$ cat config.mk
export PLATFORM = sky130hd
export DESIGN_NAME = serial_nand_status_otp_ctrl
export DESIGN_NICKNAME = d
export VERILOG_FILES = /design/src/serial_nand_status_otp_ctrl.v
export VERILOG_INCLUDE_DIRS = /design/src /design/src/shared
export SDC_FILE = /design/constraint.sdc
export NUM_CORES = 1
export LEC_CHECK = 0
export BUFFER_PORTS_ARGS = -buffer_cell sky130_fd_sc_hd__buf_2
export CORE_UTILIZATION = 61
export DETAILED_ROUTE_END_ITERATION = 12
export PLACE_DENSITY = 0.85
export SYNTH_ARGS = -nofsm -noshare
export SYNTH_HDL_FRONTEND = slang
export SYNTH_SLANG_ARGS = --single-unit
export TNS_END_PERCENT = 100
$ cat constraint.sdc
create_clock -name core_clk -period 9.35 [get_ports core_clk]
set_input_delay 0.4675 -clock core_clk [delete_from_list [all_inputs] [get_ports core_clk]]
set_output_delay 0.4675 -clock core_clk [all_outputs]
set_load 0.02 [all_outputs]
$ cat src/shared/nand_status_regs.vh
// Summary of operation
// eight-bit status byte readable any time by get-features 0Fh at address C0h.
// driver byte written by set-features 1Fh and read by 0Fh, both at D0h.
// ecc code 00 means no errors; 10 means more than eight, uncorrected.
// ecc code 01 with extension 00/01/10/11 means <=4, 5, 6, 7 corrected.
// ecc code 11 means exactly eight errors found and corrected.
// drive level 00=100% default, 01=75%, 10=50%, 11=25%.
// one-time region is ten pages, 02h to 0Bh, while one-time access is on.
// host programs one-time pages in ascending order with load 02h then execute 10h.
// one-time pages read by page-read 13h, data out by any cache-read variant.
// access bit 0 gives normal operation; access 1 lock 0 allows read and program.
// access and lock set, write enable, execute 10h makes lock permanent.
// lock already 1 at power-on allows only reads of the one-time region.
// one-time region is never erased and refuses programming once locked.
// one-time data gets the same ecc protection as normal pages.
// host sets access bit via 1Fh before one-time program or read.
// factory bad blocks carry 00h at spare byte 2048 of first page.
// host treats any first spare byte other than FFh as a bad block.
// at least 4016 of 4096 blocks per die stay valid over life.
// busy bit is 1 during program execute, page read, erase or reset.
// write latch set by 06h, cleared by 04h, needed before program or erase.
// ecc fields update at each page read completion and hold until next or reset.
`ifndef NAND_STATUS_REGS_VH
`define NAND_STATUS_REGS_VH

// commands
`define CMD_GET_FEAT 8'h0f
`define CMD_SET_FEAT 8'h1f
`define CMD_WR_EN 8'h06
`define CMD_WR_DIS 8'h04
`define CMD_PAGE_READ 8'h13
`define CMD_PROG_LOAD 8'h02
`define CMD_PROG_EXEC 8'h10
`define CMD_BLOCK_ERASE 8'hd8
`define CMD_SOFT_RESET 8'hff

// feature addresses
`define FEAT_STATUS 8'hc0
`define FEAT_DRIVER 8'hd0
`define FEAT_ONETIME 8'hb0

// status byte fields
`define ST_BUSY 0
`define ST_WLATCH 1
`define ST_EFAIL 2
`define ST_PFAIL 3
`define ST_ECC_LO 4
`define ST_ECC_HI 5
`define ST_EXT_LO 6
`define ST_EXT_HI 7

// driver byte field and one-time config fields
`define DRV_LO 5
`define DRV_HI 6
`define DRV_RESET 2'h0
`define OT_EN_BIT 6
`define OT_LOCK_BIT 7

// ecc result codes
`define ECC_NONE 2'h0
`define ECC_FIXED 2'h1
`define ECC_UNCORR 2'h2
`define ECC_EIGHT 2'h3
`define ECC_CNT_EIGHT 4'h8
`define ECC_CNT_FOUR 4'h4

// one-time page window
`define OT_FIRST_PAGE 16'h0002
`define OT_LAST_PAGE 16'h000b

// operation kinds on the array port
`define OP_READ 2'h0
`define OP_PROG 2'h1
`define OP_ERASE 2'h2

// array facts the block relies on
// factory bad-block mark
`define BAD_MARK 8'h00
`define ERASED_BYTE 8'hff
`define BAD_MARK_COL 12'h800
// good-block floor per die
`define MIN_GOOD_BLOCKS 13'd4016
`define TOTAL_BLOCKS 13'd4096

// reset command busy time
`define CLK_MHZ 100
`define RST_BUSY_NS 500
`define RST_BUSY_CYC ((`RST_BUSY_NS * `CLK_MHZ) / 1000)

`endif

$ cat src/serial_nand_status_otp_ctrl.v
`timescale 1ns/1ns
`include "nand_status_regs.vh"

module serial_nand_status_otp_ctrl (
  input wire core_clk,
  input wire rst,
  input wire sclk,
  input wire cs_n,
  input wire mosi,
  input wire op_done,
  input wire [3:0] ecc_count,
  input wire ecc_uncorr,
  input wire op_fail,
  input wire nv_lock,
  output reg miso,
  output reg miso_oe_n,
  output reg op_start,
  output reg [1:0] op_kind,
  output reg [23:0] op_row,
  output reg op_onetime,
  output reg lock_commit,
  output reg [1:0] drive_level,
  output reg op_in_progress
);

  localparam integer RST_CYC_FULL = `RST_BUSY_CYC;
  localparam [5:0] RST_CYC = RST_CYC_FULL[5:0];
  localparam [2:0] LAST_BIT = 3'h7;

  ////////////////////////////////////////////////////////////////////////////
  // ecc count to status code, used for code and extension
  function [3:0] ecc_code;
    input [3:0] cnt;
    input uncorr;
    begin
      // none or uncorrectable
      if (uncorr)
        ecc_code = {2'h0, `ECC_UNCORR};
      else if (cnt == 4'h0)
        ecc_code = {2'h0, `ECC_NONE};
      // exactly eight
      else if (cnt == `ECC_CNT_EIGHT)
        ecc_code = {2'h0, `ECC_EIGHT};
      // extension carries five to seven
      else if (cnt <= `ECC_CNT_FOUR)
        ecc_code = {2'h0, `ECC_FIXED};
      else
        ecc_code = {cnt[1:0], `ECC_FIXED};
    end
  endfunction

  function in_onetime;
    input [15:0] page;
    begin
      in_onetime = (page >= `OT_FIRST_PAGE) && (page <= `OT_LAST_PAGE);
    end
  endfunction

  ////////////////////////////////////////////////////////////////////////////
  // link pins pass two flops before use
  reg sclk_s1, sclk_s2, sclk_d;
  reg cs_s1, cs_s2, cs_d;
  reg mosi_s1, mosi_s2;

  always @(posedge core_clk or posedge rst) begin
    if (rst) begin
      sclk_s1 <= 1'b0;
      sclk_s2 <= 1'b0;
      sclk_d <= 1'b0;
      cs_s1 <= 1'b1;
      cs_s2 <= 1'b1;
      cs_d <= 1'b1;
      mosi_s1 <= 1'b0;
      mosi_s2 <= 1'b0;
    end else begin
      sclk_s1 <= sclk;
      sclk_s2 <= sclk_s1;
      sclk_d <= sclk_s2;
      cs_s1 <= cs_n;
      cs_s2 <= cs_s1;
      cs_d <= cs_s2;
      mosi_s1 <= mosi;
      mosi_s2 <= mosi_s1;
    end
  end

  wire sclk_rise = sclk_s2 & ~sclk_d & ~cs_s2;
  wire sclk_fall = ~sclk_s2 & sclk_d & ~cs_s2;
  wire frame_end = cs_s2 & ~cs_d;

  ////////////////////////////////////////////////////////////////////////////
  // byte assembly
  reg [2:0] bit_cnt;
  reg [2:0] byte_cnt;
  reg [6:0] shift_in;
  reg [7:0] cmd;
  reg [7:0] feat_addr;
  reg [23:0] row;
  wire [7:0] rx_byte = {shift_in, mosi_s2};
  wire byte_done = sclk_rise && (bit_cnt == LAST_BIT);

  always @(posedge core_clk or posedge rst) begin
    if (rst) begin
      bit_cnt <= 3'h0;
      byte_cnt <= 3'h0;
      shift_in <= 7'h00;
      cmd <= 8'h00;
      feat_addr <= 8'h00;
      row <= 24'h000000;
    end else if (cs_s2) begin
      bit_cnt <= 3'h0;
      byte_cnt <= 3'h0;
    end else if (sclk_rise) begin
      shift_in <= rx_byte[6:0];
      bit_cnt <= bit_cnt + 3'h1;
      if (bit_cnt == LAST_BIT) begin
        if (byte_cnt != 3'h7)
          byte_cnt <= byte_cnt + 3'h1;
        case (byte_cnt)
          3'h0: cmd <= rx_byte;
          3'h1: begin
            feat_addr <= rx_byte;
            row[23:16] <= rx_byte;
          end
          3'h2: row[15:8] <= rx_byte;
          3'h3: row[7:0] <= rx_byte;
          default: ;
        endcase
      end
    end
  end

  ////////////////////////////////////////////////////////////////////////////
  // feature state and operation control
  reg wlatch, e_fail, p_fail;
  reg [1:0] ecc_res;
  reg [1:0] ecc_ext;
  reg ot_en, ot_lock, ot_locked;
  reg lock_seen;
  reg [5:0] rst_cnt;
  reg rst_busy;

  wire [7:0] status_byte;
  assign status_byte[`ST_BUSY] = op_in_progress;
  assign status_byte[`ST_WLATCH] = wlatch;
  assign status_byte[`ST_EFAIL] = e_fail;
  assign status_byte[`ST_PFAIL] = p_fail;
  assign status_byte[`ST_ECC_HI:`ST_ECC_LO] = ecc_res;
  assign status_byte[`ST_EXT_HI:`ST_EXT_LO] = ecc_ext;

  wire [7:0] driver_byte = {1'b0, drive_level, 5'h00};
  // lock reads set once committed, even after a soft reset
  wire [7:0] onetime_byte = {ot_lock | ot_locked, ot_en, 6'h00};
  // row commands need all three address bytes
  wire full_addr = (byte_cnt >= 3'h4);
  wire [3:0] ecc_now = ecc_code(ecc_count, ecc_uncorr);
  wire set_write = byte_done && (byte_cnt == 3'h2) && (cmd == `CMD_SET_FEAT);
  wire row_in_window = in_onetime(row[15:0]);
  // an empty frame would otherwise rerun the command left in cmd
  wire frame_act = frame_end && !op_in_progress && (byte_cnt != 3'h0);

  always @(posedge core_clk or posedge rst) begin
    if (rst) begin
      wlatch <= 1'b0;
      e_fail <= 1'b0;
      p_fail <= 1'b0;
      ecc_res <= `ECC_NONE;
      ecc_ext <= 2'h0;
      ot_en <= 1'b0;
      ot_lock <= 1'b0;
      ot_locked <= 1'b0;
      lock_seen <= 1'b0;
      drive_level <= `DRV_RESET;
      op_in_progress <= 1'b0;
      op_start <= 1'b0;
      op_kind <= `OP_READ;
      op_row <= 24'h000000;
      op_onetime <= 1'b0;
      lock_commit <= 1'b0;
      rst_cnt <= 6'h00;
      rst_busy <= 1'b0;
    end else begin
      op_start <= 1'b0;
      lock_commit <= 1'b0;
      // nv_lock must be settled by the first edge after reset
      // stored lock caught once after power-up
      if (!lock_seen) begin
        lock_seen <= 1'b1;
        ot_locked <= nv_lock;
      end
      // op_done during the reset wait is dropped; the engine is idle then
      if (rst_busy) begin
        if (rst_cnt == RST_CYC) begin
          rst_busy <= 1'b0;
          op_in_progress <= 1'b0;
        end else begin
          rst_cnt <= rst_cnt + 6'h01;
        end
      end else if (op_done && op_in_progress) begin
        op_in_progress <= 1'b0;
        if (op_kind == `OP_READ) begin
          // ecc fields refresh per read, one-time pages too
          ecc_res <= ecc_now[1:0];
          ecc_ext <= ecc_now[3:2];
        end else if (op_kind == `OP_PROG) begin
          p_fail <= op_fail;
          wlatch <= 1'b0;
        end else begin
          e_fail <= op_fail;
          wlatch <= 1'b0;
        end
      end
      // set-features acts on its data byte, busy or not
      // feature writes
      if (set_write) begin
        if (feat_addr == `FEAT_DRIVER)
          drive_level <= rx_byte[`DRV_HI:`DRV_LO];
        if (feat_addr == `FEAT_ONETIME) begin
          ot_en <= rx_byte[`OT_EN_BIT];
          ot_lock <= rx_byte[`OT_LOCK_BIT];
        end
      end
      if (frame_act) begin
        case (cmd)
          // write latch commands
          `CMD_WR_EN: wlatch <= 1'b1;
          `CMD_WR_DIS: wlatch <= 1'b0;
          // reset runs busy for a fixed time
          `CMD_SOFT_RESET: begin
            rst_busy <= 1'b1;
            rst_cnt <= 6'h00;
            op_in_progress <= 1'b1;
            wlatch <= 1'b0;
            e_fail <= 1'b0;
            p_fail <= 1'b0;
            ecc_res <= `ECC_NONE;
            ecc_ext <= 2'h0;
            ot_en <= 1'b0;
            ot_lock <= 1'b0;
          end
          `CMD_PAGE_READ: begin
            // one-time reads only inside the page window
            if (full_addr && (!ot_en || row_in_window)) begin
              op_in_progress <= 1'b1;
              op_start <= 1'b1;
              op_kind <= `OP_READ;
              op_row <= row;
              op_onetime <= ot_en;
            end
          end
          `CMD_PROG_EXEC: begin
            if (full_addr && wlatch) begin
              if (ot_en && ot_lock && !ot_locked) begin
                // lock becomes permanent, no array write
                ot_locked <= 1'b1;
                lock_commit <= 1'b1;
                wlatch <= 1'b0;
              end else if (ot_en && (ot_locked || !row_in_window)) begin
                // refuse once locked or outside window
                p_fail <= 1'b1;
                wlatch <= 1'b0;
              end else begin
                // program busy
                p_fail <= 1'b0;
                op_in_progress <= 1'b1;
                op_start <= 1'b1;
                op_kind <= `OP_PROG;
                op_row <= row;
                op_onetime <= ot_en;
              end
            end
          end
          `CMD_BLOCK_ERASE: begin
            if (full_addr && wlatch) begin
              // region never erased
              if (ot_en) begin
                e_fail <= 1'b1;
                wlatch <= 1'b0;
              end else begin
                e_fail <= 1'b0;
                op_in_progress <= 1'b1;
                op_start <= 1'b1;
                op_kind <= `OP_ERASE;
                op_row <= row;
                op_onetime <= 1'b0;
              end
            end
          end
          default: ;
        endcase
      end
    end
  end

  ////////////////////////////////////////////////////////////////////////////
  // read-back shifter, mode 0: new bit after each falling edge
  reg [7:0] tx_shift;
  reg tx_pending;
  reg [7:0] tx_sel;
  // every byte after the address byte of a get-features frame is data
  wire data_phase = byte_done && (cmd == `CMD_GET_FEAT) && (byte_cnt != 3'h0);

  always @* begin
    case (feat_addr)
      // status readable even while busy
      `FEAT_STATUS: tx_sel = status_byte;
      // driver read-back
      `FEAT_DRIVER: tx_sel = driver_byte;
      `FEAT_ONETIME: tx_sel = onetime_byte;
      default: tx_sel = 8'h00;
    endcase
  end

  always @(posedge core_clk or posedge rst) begin
    if (rst) begin
      tx_shift <= 8'h00;
      tx_pending <= 1'b0;
      miso <= 1'b0;
      miso_oe_n <= 1'b1;
    end else if (cs_s2) begin
      // miso keeps its last bit while released; the host ignores it
      tx_pending <= 1'b0;
      miso_oe_n <= 1'b1;
    end else begin
      if (data_phase)
        tx_pending <= 1'b1;
      if (byte_done && (byte_cnt == 3'h0) && (rx_byte == `CMD_GET_FEAT))
        tx_pending <= 1'b0;
      if (sclk_fall && tx_pending && (bit_cnt == 3'h0)) begin
        // fresh sample each byte so repeated reads track the busy bit
        tx_shift <= {tx_sel[6:0], 1'b0};
        miso <= tx_sel[7];
        miso_oe_n <= 1'b0;
      end else if (sclk_fall && tx_pending) begin
        tx_shift <= {tx_shift[6:0], 1'b0};
        miso <= tx_shift[7];
      end
    end
  end

endmodule

==> results.md <==
Status:
- The flow ran to the end, but the final reports show violations.
- The checks that failed: hold timing.

Yosys:
- The area of the mapped netlist is 5000 sq um.
- The net count of the mapped netlist is 426.
- Synthesis instantiated 51 different standard cells from the library.
- Synthesis handed over a netlist of 402 instances.
- The synthesized area per cell is 12.4 sq um.
- The number of synthesized flops with an enable pin is 0.
- The share of synthesized area occupied by flip-flops and latches is 56.6%.
- The synthesized design contains 113 register bits.
- The share of synthesized registers carrying an async set or reset is 100%.
- For this run, the number of Yosys warnings is 0.
- In the synthesized netlist the dominant register cell turns out to be dfrtp_1.

STA:
- The setup violation total in the final timing report is 0.
- The final-report hold violation count is 7.
- The time the worst path needs with I/O delays and setup is 2790 ps.
- The final cycle utilization of the critical path is 29.9%.
- Setup repair after global routing left no endpoint under its margin.
- The actual transition at the worst max-transition pin is 983 ps.
- In this run the tightest slew margin relative to its limit is 34.2%.
- The accumulated negative setup slack is 0 ps.
- The number of max-slew violations in the final report is 0.
- The final setup skew is 5.50 ps.
- The maximum clock rate is 358 MHz.
- Across all hold checks on the routed design, the worst slack comes to -5.84 ps.

Setup path:
- The critical-path cell with the highest stage delay is or4b_1.
- The kind of end point of the critical path is a flip-flop.
- The type of the worst setup path is reg -> reg.
- Traced cell by cell, the critical path runs through inv_1 > ha_1 > nor2b_1 > or4b_1 > nor4_4 > buf_4 > mux2_2.
- Of all nets on the critical path, the largest fanout is 28.
- The data arrival time of the critical path is 3190 ps.
- The maximum cell stage delay along the critical path is 690 ps.
- STA classifies the critical path startpoint as a flip-flop.
- Data on the critical path is required at its endpoint by 9750 ps.

Routing:
- The routed wire length is 10.8 mm.
- The detailed-route wire length per cell is 18.8 um.
- The via density per instance is 6.01.
- The number of detailed-routing iterations run before antenna repair is 6.
- The final routed DRC violation total is 0.
- The detailed router placed 3442 vias in this run.
- The detailed router's first-iteration violation count is 225.
- The detail route stage leaves a number of antenna-violating nets equal to 0.

Die:
- The area enclosed by the die boundary is 8570 sq um.
- The core region area is 7850 sq um.
- The initial utilization of the core area, before any placement, comes to 63.8%.
- The die width is 92.6 um.
- The floorplan has 32 rows.
- The count of boundary I/O pins is 47.
- The die is 92.6 um tall.

Cells and area:
- The antenna diode count is 0.
- The area taken by flip-flops and latches is 2830 sq um.
- Summing all multi-input logic gate instances after layout gives 2050 sq um.
- The final-stage net count is 482.
- The area growth from synthesis to layout is 18.0%.
- The layout filler cell count is 504.
- The number of non-filler instances in the completed layout is 573.
- The ratio of cells with drive above 1 in the final layout is 34.8%.
- The utilization after layout is 75.2%.

Min path:
- The path category of the worst min-delay check is in -> async.

Placed design:
- The wire-length estimate of the detail-placed layout is 6.87 mm.
- The count of buffers inserted at the top-level ports is 46.
- The global placement routability congestion is 0.918.
- In this run, placement finished with an instance count of 541.

Clocking:
- The clock passes through at most 2 buffers.
- The cell at the root of the clock tree is clkbuf_8.
- The number of setup buffers added after CTS is 0.
- The clock transition time at the flip-flop clock pins of the worst setup and hold paths is 60 ps.
- The clock latency reported for the late side of the worst-skew pair is 520 ps.
- The post-cts gate resize count is 0.
- The H-tree was split into 4 levels.
- The clock tree from TritonCTS is built.
- The number of buffers added to fix hold violations after cts is 0.
- The number of sinks handled by clock tree synthesis is 113.
- The number of buffers created by CTS is 17.

GRT:
- The first-pass GRT wire length is 18.0 mm.
- Entering global routing, the biggest net connects 71 pins.
- For this run, the total global-route usage over all layers was measured as 28.2%.
- The remaining global-route overflow is 0.
- The number of antenna violations at the first check in global routing is 0.
- The via count of the first global-routing pass came to 3557.

Job:
- Max-cap violations in this run came to 0.

Power and ir drop:
- The analysis attributes to cell leakage a power of 2.89 nW.
- The power density over the cells is 208 nW/um^2.
- The worst-case IR drop observed on VDD is 0.193 mV.
==> synthesized netlist by cell type (2+ instances only) <==
library cell / number / share of area (%)
a2111oi_0: 2 / 0.35
a211oi_1: 4 / 0.60
a21o_1: 3 / 0.45
a21oi_1: 19 / 1.9
a22oi_1: 2 / 0.30
and3b_1: 3 / 0.53
buf_4: 2 / 0.30
buf_6: 2 / 0.45
clkbuf_1: 6 / 0.45
dfrtp_1: 109 / 55
dfstp_2: 4 / 2.1
ha_1: 11 / 2.7
inv_1: 12 / 0.90
mux2_2: 65 / 15
mux2i_1: 12 / 2.4
nand2_1: 21 / 1.6
nand2b_1: 3 / 0.38
nand3_1: 8 / 0.80
nand3b_1: 2 / 0.30
nand4_1: 4 / 0.50
nand4b_1: 3 / 0.53
nor2_1: 35 / 2.6
nor2_2: 2 / 0.25
nor2b_1: 6 / 0.75
nor3_1: 10 / 1.0
nor4_1: 7 / 0.87
o21ai_0: 11 / 1.1
o221a_2: 2 / 0.45
o22ai_1: 6 / 0.75
xnor2_1: 4 / 0.70
xor2_1: 2 / 0.35
==> area by class of cell <==
class	instances	area share, %
multi-input combinational	266	34.7
clock inverter	14	2.99
tap	102	2.16
timing repair buffer	48	4.15
inverter	12	0.805
sequential	113	48.0
clock buffer	18	7.25
==> final timing paths <==
kind                             startpoint              to  slack, ps  depth (start not counted)
worst max-delay path            byte_cnt[0]      op_row[13]       6560                          7
max in group asynchronous               rst  op_in_progress       8090                          3
worst max register to register  byte_cnt[0]      op_row[13]       6560                          7
min in group core_clk                  cs_n           cs_s1         50                          1
worst min register to register      mosi_s1         mosi_s2        350                          0
worst min-delay path                    rst       op_row[9]         -6                          2
==> worst max-delay path, delay by kind of cell (launching register included) <==
family	cells	cell delay, ps
and+or+nand+nor	3	1140
DFF	1	420
muxes	1	390
buffers and inverters	2	500
adders and majority gates	1	210
==> flip-flops by register name (all words and copies together) (netlist names), 2 cells and up <==
register	count
row	24
bit_cnt	3
rst_cnt	6
byte_cnt	3
op_kind	2
shift_in	7
ecc_ext	2
ecc_res	2
tx_shift	7
drive_level	2
cmd	8
op_row	24
==> logic make-up after synthesis <==
group / after synthesis / synth area share (%)
XOR/XNOR: 6 / 1.05
flip-flops: 113 / 56.6
adder cells (fa/ha/maj): 11 / 2.75
AND/OR/NAND/NOR: 118 / 13.4
other: 1 / 0.0749
multiplexers: 77 / 17.0
buffers and inverters: 23 / 2.50
AO/OA/AOI/OAI: 53 / 6.58
==> stage by stage <==
stage / total power [mW] / instance area [sq um] / worst slack [ps]
finish: 1.23 / 5900 / 6560
global route: 1.26 / 5900 / 6430
CTS: 1.23 / 5900 / 6550
detailed placement: 0.581 / 5300 / 6560
global placement: 0.576 / 5300 / 6640
floorplan: 0.556 / 5000 / 5900
==> layer usage <==
| metal | track usage [%] | share of wire, % | up-vias |
|---|---|---|---|
| met5 | 0 | 0 | - |
| met4 | 9.90 | 2.0 | 0 |
| met3 | 7.55 | 5.0 | 30 |
| met2 | 47.8 | 51 | 118 |
| met1 | 35.0 | 42 | 1730 |
| li1 | - | - | 1564 |
==> cell usage in the layout (no fill, tap or decap), types with 3 or more instances in the layout <==
cell         n
a211oi_1     4
a21o_1       3
a21oi_1     19
and3b_1      3
buf_2       46
bufinv_16    3
clkbuf_16   16
dfrtp_1    109
dfstp_2      4
ha_1        11
inv_1       11
inv_6        5
mux2_2      65
mux2i_1     12
nand2_1     21
nand2b_1     3
nand3_1      8
nand4_1      4
nand4b_1     3
nor2_1      35
nor2b_1      6
nor3_1      10
nor4_1       7
o21ai_0     11
o22ai_1      6
xnor2_1      4
==> where the power goes <==
group	internal (mW)	switching (mW)	leakage, nW	total [mW]
Clock	0.416	0.235	0.293	0.652
Combinational	0.0175	0.0179	1.07	0.0354
Sequential	0.505	0.0350	1.53	0.540
Power figures use the tool's default switching activity.
